[src/dds_pipe_pkg.sv]
// constants and types for the dds update latency pipeline
package dds_pipe_pkg;
  localparam int unsigned SYS_CLK_MHZ = 100;
  localparam int unsigned SYNC_DIV = 4;
  localparam int unsigned SYNC_DIV_W = 2;
  localparam int unsigned FTW_W = 32;
  localparam int unsigned POW_W = 14;
  localparam int unsigned AMP_W = 10;
  localparam int unsigned PROF_W = 4;
  localparam int unsigned LAT_W = 6;
  // latencies in system clocks
  localparam logic [5:0] LAT_ST_MATCHED = 6'h1D;
  localparam logic [5:0] LAT_ST_FREQ = 6'h1D;
  localparam logic [5:0] LAT_ST_PHASE = 6'h19;
  localparam logic [5:0] LAT_ST_AMP = 6'h11;
  localparam logic [5:0] LAT_MOD_FREQ = 6'h22;
  localparam logic [5:0] LAT_MOD_PHASE = 6'h1D;
  localparam logic [5:0] LAT_MOD_AMP = 6'h15;
  localparam logic [5:0] LAT_SWP_FREQ = 6'h29;
  localparam logic [5:0] LAT_SWP_PHASE = 6'h25;
  localparam logic [5:0] LAT_SWP_AMP = 6'h1D;
  localparam int unsigned MAX_LAT = 41;
  localparam logic [31:0] RST_FTW = 32'h0000_0000;
  localparam logic [13:0] RST_POW = 14'h0000;
  localparam logic [9:0] RST_AMP = 10'h3FF;

  typedef enum logic [1:0] {
    MODE_SINGLE = 2'b00,
    MODE_MOD = 2'b01,
    MODE_SWEEP = 2'b10
  } op_mode_t;

  // pick the latency of one word kind (0 freq, 1 phase, 2 amp)
  function automatic logic [5:0] pick_lat(input op_mode_t mode, input logic matched, input logic [1:0] kind);
    logic [5:0] lat;
    lat = LAT_ST_FREQ;
    case (mode)
      MODE_MOD: lat = (kind == 2'h0) ? LAT_MOD_FREQ : (kind == 2'h1) ? LAT_MOD_PHASE : LAT_MOD_AMP;
      MODE_SWEEP: lat = (kind == 2'h0) ? LAT_SWP_FREQ : (kind == 2'h1) ? LAT_SWP_PHASE : LAT_SWP_AMP;
      default: begin
        if (matched) begin
          lat = LAT_ST_MATCHED;
        end else begin
          lat = (kind == 2'h0) ? LAT_ST_FREQ : (kind == 2'h1) ? LAT_ST_PHASE : LAT_ST_AMP;
        end
      end
    endcase
    return lat;
  endfunction : pick_lat
endpackage : dds_pipe_pkg

[src/word_delay_if.sv]
// carrier between the trigger logic and one word delay line
`timescale 1ns/1ps
interface word_delay_if #(parameter int W = 32);
  logic load;
  logic [W-1:0] word;
  logic [5:0] lat;
  logic [W-1:0] out_word;
  logic out_strobe;
  modport ctrl (output load, output word, output lat, input out_word, input out_strobe);
  modport line (input load, input word, input lat, output out_word, output out_strobe);
endinterface : word_delay_if

[src/word_delay_line.sv]
// programmable-latency delay line for one tuning word
`timescale 1ns/1ps
module word_delay_line
  import dds_pipe_pkg::*;
#(
  parameter int W = 32,
  parameter int DEPTH = 42,
  parameter logic [31:0] RST_VAL = 32'h0000_0000
) (
  input wire logic sys_clk, // system clock
  input wire logic reset, // async reset, high
  word_delay_if.line dl // load side and delayed output
);
  // a shift register lets each update travel independently, so back-to-back
  // commits two sync clocks apart are never merged
  logic [DEPTH-1:0] vld_ff;
  logic [W-1:0] dat_ff [DEPTH];
  logic [W-1:0] out_ff;
  logic stb_ff;

  always_ff @(posedge sys_clk or posedge reset) begin
    if (reset) begin
      vld_ff <= '0;
    end else begin
      vld_ff <= {1'b0, vld_ff[DEPTH-1:1]};
      if (dl.load) begin
        vld_ff[dl.lat - 6'h1] <= 1'b1;
      end
    end
  end

  always_ff @(posedge sys_clk) begin
    for (int i = 0; i < DEPTH - 1; i++) begin
      dat_ff[i] <= dat_ff[i + 1];
    end
    dat_ff[DEPTH-1] <= '0;
    if (dl.load) begin
      dat_ff[dl.lat - 6'h1] <= dl.word;
    end
  end

  always_ff @(posedge sys_clk or posedge reset) begin
    if (reset) begin
      out_ff <= RST_VAL[W-1:0];
      stb_ff <= 1'b0;
    end else begin
      stb_ff <= vld_ff[0];
      if (vld_ff[0]) begin
        out_ff <= dat_ff[0];
      end
    end
  end

  assign dl.out_word = out_ff;
  assign dl.out_strobe = stb_ff;
endmodule : word_delay_line

[src/dds_update_latency_pipeline.sv]
// update trigger, sync clock and latency pipeline of the synthesizer
`timescale 1ns/1ps
// Notes on behaviour
// (RULE1) Single tone with matched latency applies frequency, phase and amplitude together 29 clocks after commit.
// (RULE2) Single tone unmatched delivers a new frequency word 29 clocks after commit.
// (RULE3) Single tone unmatched delivers a new phase word 25 clocks after commit.
// (RULE4) Single tone unmatched delivers a new amplitude word 17 clocks after commit.
// (RULE5) Single-tone latency counts from the sync edge that samples the commit strobe and never varies.
// (RULE6) Modulation latency counts from a profile change: frequency 34, phase 29, amplitude 21.
// (RULE7) Sweep delta words take effect after 41, 37 and 29 clocks from a profile change.
// (RULE8) The host holds hard reset for at least one sync clock period.
// (RULE9) The host holds each commit pulse high for at least one sync clock period.
// (RULE10) The host changes the profile pins at most once every two sync clock periods.
// (RULE11) Hard reset returns every internal register to its default; the delay line data stages (dat_ff) have no reset.
// (RULE12) A master drives its alignment output to the slaves.
// (RULE13) A slave aligns its timing to the alignment input from the master.
// (RULE14) A commit rising edge moves the buffered words into the active registers.
// (RULE15) The sync clock runs at a quarter of the system clock and can be disabled.
// (RULE16) Commit and profile pins are sampled on the sync clock rising edge.
// (RULE17) Each latency count starts at the system clock edge after the sampling sync edge.
module dds_update_latency_pipeline
  import dds_pipe_pkg::*;
(
  input wire logic sys_clk, // system clock, 100 MHz
  input wire logic reset, // hard reset, async, high
  input wire logic commit_pin, // register-commit strobe pin
  input wire logic [PROF_W-1:0] profile_select_pins, // profile pins
  input wire op_mode_t op_mode, // operating mode
  input wire logic matched_latency, // matched latency enable
  input wire logic sync_clk_disable, // stops the sync clock output
  input wire logic is_master, // high: master, low: slave
  input wire logic align_in, // alignment input from master
  output logic align_out, // alignment output to slaves
  output logic sync_clk_out, // quarter-rate sync clock
  input wire logic [FTW_W-1:0] buf_ftw, // buffered frequency word
  input wire logic [POW_W-1:0] buf_pow, // buffered phase word
  input wire logic [AMP_W-1:0] buf_amp, // buffered amplitude word
  output logic [FTW_W-1:0] dac_ftw, // frequency word at dac data
  output logic [POW_W-1:0] dac_pow, // phase word at dac data
  output logic [AMP_W-1:0] dac_amp, // amplitude word at dac data
  output logic ftw_applied, // pulse: frequency word reached dac
  output logic pow_applied, // pulse: phase word reached dac
  output logic amp_applied // pulse: amplitude word reached dac
);
  logic [SYNC_DIV_W-1:0] div_ff;
  logic [1:0] commit_sync_ff;
  logic [2:0] align_sync_ff;
  logic [PROF_W-1:0] prof_s1_ff, prof_s2_ff, prof_smp_ff;
  logic commit_smp_ff;
  logic align_smp_ff;
  logic sync_edge;
  logic commit_rise, profile_change, trig;
  logic [FTW_W-1:0] act_ftw_ff;
  logic [POW_W-1:0] act_pow_ff;
  logic [AMP_W-1:0] act_amp_ff;
  logic trig_ff;

  word_delay_if #(.W(FTW_W)) f_if ();
  word_delay_if #(.W(POW_W)) p_if ();
  word_delay_if #(.W(AMP_W)) a_if ();

  // pin synchronisers; stage one feeds stage two only
  always_ff @(posedge sys_clk or posedge reset) begin
    if (reset) begin
      commit_sync_ff <= 2'h0;
      align_sync_ff <= 3'h0;
      prof_s1_ff <= '0;
      prof_s2_ff <= '0;
    end else begin
      commit_sync_ff <= {commit_sync_ff[0], commit_pin};
      align_sync_ff <= {align_sync_ff[1:0], align_in};
      prof_s1_ff <= profile_select_pins;
      prof_s2_ff <= prof_s1_ff;
    end
  end

  // (RULE13) slave alignment restart
  // a slave restarts its divider on each rising alignment edge so all chips share sync phase
  logic align_rise;
  assign align_rise = !is_master && align_sync_ff[1] && !align_sync_ff[2];

  // (RULE15) quarter-rate divider
  always_ff @(posedge sys_clk or posedge reset) begin
    if (reset) begin
      div_ff <= '0;
    end else if (align_rise) begin
      div_ff <= 2'h1;
    end else begin
      div_ff <= div_ff + 2'h1;
    end
  end

  assign sync_edge = (div_ff == 2'h0);

  always_ff @(posedge sys_clk or posedge reset) begin
    if (reset) begin
      sync_clk_out <= 1'b0;
      align_out <= 1'b0;
    end else begin
      sync_clk_out <= !sync_clk_disable && (div_ff == 2'h3 || div_ff == 2'h0);
      // (RULE12) master drives alignment
      align_out <= is_master && (div_ff == 2'h3);
    end
  end

  // (RULE16) sample on sync edge
  always_ff @(posedge sys_clk or posedge reset) begin
    if (reset) begin
      commit_smp_ff <= 1'b0;
      prof_smp_ff <= '0;
    end else if (sync_edge) begin
      commit_smp_ff <= commit_sync_ff[1];
      prof_smp_ff <= prof_s2_ff;
    end
  end

  assign commit_rise = sync_edge && commit_sync_ff[1] && !commit_smp_ff;
  assign profile_change = sync_edge && (prof_s2_ff != prof_smp_ff) && (op_mode != MODE_SINGLE);
  assign trig = (op_mode == MODE_SINGLE) ? commit_rise : (commit_rise || profile_change);

  // (RULE14) commit moves buffer to active
  // (RULE11) reset restores defaults
  always_ff @(posedge sys_clk or posedge reset) begin
    if (reset) begin
      act_ftw_ff <= RST_FTW;
      act_pow_ff <= RST_POW;
      act_amp_ff <= RST_AMP;
      trig_ff <= 1'b0;
    end else begin
      trig_ff <= trig;
      if (commit_rise) begin
        act_ftw_ff <= buf_ftw;
        act_pow_ff <= buf_pow;
        act_amp_ff <= buf_amp;
      end
    end
  end

  // (RULE17) count starts after sampling edge
  // (RULE5) fixed latency from trigger
  assign f_if.load = trig_ff;
  assign p_if.load = trig_ff;
  assign a_if.load = trig_ff;
  assign f_if.word = act_ftw_ff;
  assign p_if.word = act_pow_ff;
  assign a_if.word = act_amp_ff;
  // (RULE1) matched selection
  // (RULE6) modulation latencies
  // (RULE7) sweep latencies
  // the line pulses lat clocks after its load edge; the trigger flop and the load
  // edge take the other two, so the pulse lands the full latency past the sync edge
  assign f_if.lat = pick_lat(op_mode, matched_latency, 2'h0) - 6'h2;
  assign p_if.lat = pick_lat(op_mode, matched_latency, 2'h1) - 6'h2;
  assign a_if.lat = pick_lat(op_mode, matched_latency, 2'h2) - 6'h2;

  // (RULE2) frequency line
  word_delay_line #(.W(FTW_W), .DEPTH(MAX_LAT), .RST_VAL(RST_FTW)) u_ftw (
    .sys_clk(sys_clk),
    .reset(reset),
    .dl(f_if.line)
  );
  // (RULE3) phase line
  word_delay_line #(.W(POW_W), .DEPTH(MAX_LAT), .RST_VAL({18'h0, RST_POW})) u_pow (
    .sys_clk(sys_clk),
    .reset(reset),
    .dl(p_if.line)
  );
  // (RULE4) amplitude line
  word_delay_line #(.W(AMP_W), .DEPTH(MAX_LAT), .RST_VAL({22'h0, RST_AMP})) u_amp (
    .sys_clk(sys_clk),
    .reset(reset),
    .dl(a_if.line)
  );

  assign dac_ftw = f_if.out_word;
  assign dac_pow = p_if.out_word;
  assign dac_amp = a_if.out_word;
  assign ftw_applied = f_if.out_strobe;
  assign pow_applied = p_if.out_strobe;
  assign amp_applied = a_if.out_strobe;
endmodule : dds_update_latency_pipeline

[config.mk]
export PLATFORM = sky130hd
export DESIGN_NAME = dds_update_latency_pipeline
export DESIGN_NICKNAME = d
export VERILOG_FILES = /design/src/dds_pipe_pkg.sv /design/src/word_delay_if.sv /design/src/word_delay_line.sv /design/src/dds_update_latency_pipeline.sv
export SDC_FILE = /design/constraint.sdc
export NUM_CORES = 2
export LEC_CHECK = 0
export ABC_CLOCK_PERIOD_IN_PS = 8200
export BUFFER_PORTS_ARGS = -buffer_cell sky130_fd_sc_hd__buf_2
export CORE_UTILIZATION = 60
export CTS_CLUSTER_DIAMETER = 50
export DETAILED_ROUTE_END_ITERATION = 10
export PLACE_DENSITY = 0.73
export SLEW_MARGIN = 25
export SYNTH_ARGS = -nofsm -noshare
export SYNTH_HDL_FRONTEND = slang
export SYNTH_SLANG_ARGS = --single-unit
export TNS_END_PERCENT = 50
[constraint.sdc]
create_clock -name sys_clk -period 8.2 [get_ports sys_clk]
set_clock_uncertainty 0.15 [all_clocks]
set_input_delay 0 -clock sys_clk [delete_from_list [all_inputs] [get_ports sys_clk]]
set_output_delay 0 -clock sys_clk [all_outputs]
set_load 0.005 [all_outputs]
==> results.cfg <==
[cts]
cts.htree.levels = 4
clockBufferDepth = 3
cts_num_sinks = 2417
numCtsBuffers = 212
root_buffer = clkbuf_16
cts_tree = built
cts.clk_slew.worst_paths_ps = 70
clock_latency_ps = 790

[critical_path]
start_kind = register
cp-end-kind = register
required_ps = 8720
worst-path-max-fanout = 42
cpMaxStageDelayCell = dfrtp_1
cpMostUsedCell = buf_4
criticalPathCategory = register to register
worstPathCellList = and4b_2, buf_4, nand2_4, buf_4, mux2_4
reg2reg_setup_slack_ps = 4910
cp_slowest_stage_delay_ps = 790
crit_arrival_ps = 3810

[yosys]
netlist.area_leader.share_pct = 67.1
syn_avg_cell_area_um2 = 12.8
synth_commonest_cells = 2,168 x dfxtp_1, 1,253 x nand2_1, 553 x clkbuf_1
synth.area.top_cells = dfxtp_1 67%, mux2_2 9.5%, dfrtp_1 8.9%
netlist_area_mm2 = 0.0647
synth_ff_type = dfxtp_1
async_reset_ff_share_pct = 10.3
synth_edf_count = 0
synth.ff_latch_count = 2417
yosysMostFrequentCell = dfxtp_1
synthDistinctLibCells = 38
syn_inst = 5060
ys_warn_count = 0
synth_top_cell_by_area = dfxtp_1
ys_seq_area_share_pct = 76.8

[die]
rows = 120
start_util_pct = 60.5
coreArea_mm2 = 0.107
die_w_um = 330
io-pin-count = 130
die_h_um = 330
die-area_mm2 = 0.109

[timing]
grt_setup_unrepaired = false
maxSlewViolCount = 0
setup_tns_ps = 0
fin_ws_ps = 4910
hold_viol = 0
whs_ps = 127
fin_crit_ps = 3290
max_freq_mhz = 304
setup_viol = 0
fin_crit_sh_pct = 40.2
worst-slew-pin-transition_ps = 1040
slew_headroom_pct = 30.6

[power]
p_leak_nw = 34.3
ir_drop_uv = 219
p_per_area_mw_per_mm2 = 410

[global_route]
grt_pass1_wl_um = 163000
first_global_vias = 31000
grt_max_degree = 167
grt_util_all_layers_pct = 19.0
grt_overflow = 0
antenna_found_initial = 5

[routing]
via_count = 30700
drt-initial-drc-count = 1376
ant_nets = 0
drc = 0
vias_per_cell = 4.73
wl_um = 101000
dr.pass1.iters = 5
routedWlPerCell_um = 15.6

[final_layout]
syn_to_final_growth_pct = 13.6
final_core_util_pct = 68.8
drive_above_1_share_pct = 22.5
final_cell_area_mm2 = 0.0735
fill_cells = 7226
nNetsFinal = 4993

[placement]
io_buffers = 129
post_dp_cell_area_mm2 = 0.0648
dp_slack_ps = 4920
dp_hpwl_um = 55300
globalplace.congestion = 0.730

[min_path]
hold_path_class = primary input to register

[job]
drv_cap = 0

[outcome]
run_status = completed
[critical path, delay by kind of cell (launching register included)]
kind / cells / cell delay (ps)
buf+inv: 2 / 1030
flops: 1 / 790
simple gates: 2 / 750
mux: 1 / 390
[final cells by class]
| type | count | area, µm² | share of cell area (%) |
|---|---|---|---|
| sequential | 2417 | 49700 | 67.6 |
| multi-input combinational | 1954 | 12300 | 16.8 |
| clock buffer | 310 | 6210 | 8.45 |
| timing repair buffer | 290 | 2220 | 3.01 |
| tap | 1403 | 1760 | 2.39 |
| clock inverter | 90 | 1190 | 1.62 |
| inverter | 40 | 158 | 0.214 |
| antenna | 1 | 2.50 | 0.00340 |
[through the flow]
step	total power, W	instances
final	0.0301	6505
after global routing	0.0316	6505
after detailed placement	0.0202	5971
after CTS	0.0304	6504
after floorplan	0.0195	5070
after global placement	0.0200	5969
[flip-flops by register name, summed over array words and instances (netlist names), 2 cells and up]
register / flops
u_ftw.dat_ff: 1312
u_pow.dat_ff: 546
u_amp.dat_ff: 310
u_ftw.vld_ff: 41
u_pow.vld_ff: 39
act_ftw_ff: 32
u_ftw.dl.out_word: 32
u_amp.vld_ff: 31
act_pow_ff: 14
u_pow.dl.out_word: 14
a_if.word: 10
u_amp.dl.out_word: 10
prof_s1_ff: 4
prof_s2_ff: 4
prof_smp_ff: 4
align_sync_ff: 3
commit_sync_ff: 2
div_ff: 2
[cells in the final DEF, fill, tap and decap left out, types with 25 or more instances in the layout]
cell type,n
buf_2,129
nand2b_1,33
mux2_2,548
mux2_4,38
nand2_1,1251
clkinv_2,40
dfxtp_1,2168
buf_4,25
dlygate4sd3_1,133
dfrtp_1,228
clkbuf_1,49
clkbuf_8,45
clkbuf_16,216
inv_1,38
[cells by family after synthesis]
family / Yosys count / share of synthesized area [%]
adder cells (fa/ha/maj): 9 / 0.174
AND/OR/NAND/NOR: 1340 / 8.17
XOR/XNOR: 4 / 0.0542
multiplexers: 587 / 10.4
AO/OA/AOI/OAI: 3 / 0.0329
other: 1 / 0.00580
flip-flops: 2417 / 76.8
buffers and inverters: 699 / 4.36
[repair_timing]
action | in CTS | in global routing
hold buffers | 133 | 0
buffers inserted | 0 | 0
resized for setup | 0 | 0
hold endpoints to repair | 349 | 0
[power by group]
part           total, W  switching, W  internal (W)
combinational   0.00261       0.00111       0.00150
sequential       0.0174       0.00158        0.0158
clock            0.0101       0.00420       0.00593
total            0.0301       0.00688        0.0232
[worst paths after layout]
kind	start	depth (start not counted)	to
max	a_if.load	5	u_ftw.dat_ff[5][12]
min	matched_latency	3	u_pow.vld_ff[38]
max reg2reg	a_if.load	5	u_ftw.dat_ff[5][12]
min reg2reg	u_ftw.dat_ff[29][10]	0	u_ftw.dat_ff[28][10]
max in group asynchronous	reset	5	u_ftw.vld_ff[0]
min in group asynchronous	reset	4	prof_smp_ff[1]
[layer usage]
| metal | vias up | track usage, % | part of all wire [%] |
|---|---|---|---|
| li1 | 15200 | - | - |
| met1 | 15000 | 25.6 | 47 |
| met2 | 440 | 30.9 | 47 |
| met3 | 174 | 3.77 | 4.0 |
| met4 | 4 | 5.84 | 1.9 |
| met5 | - | 0 | 0.025 |
(Power assumes the default switching activity.)
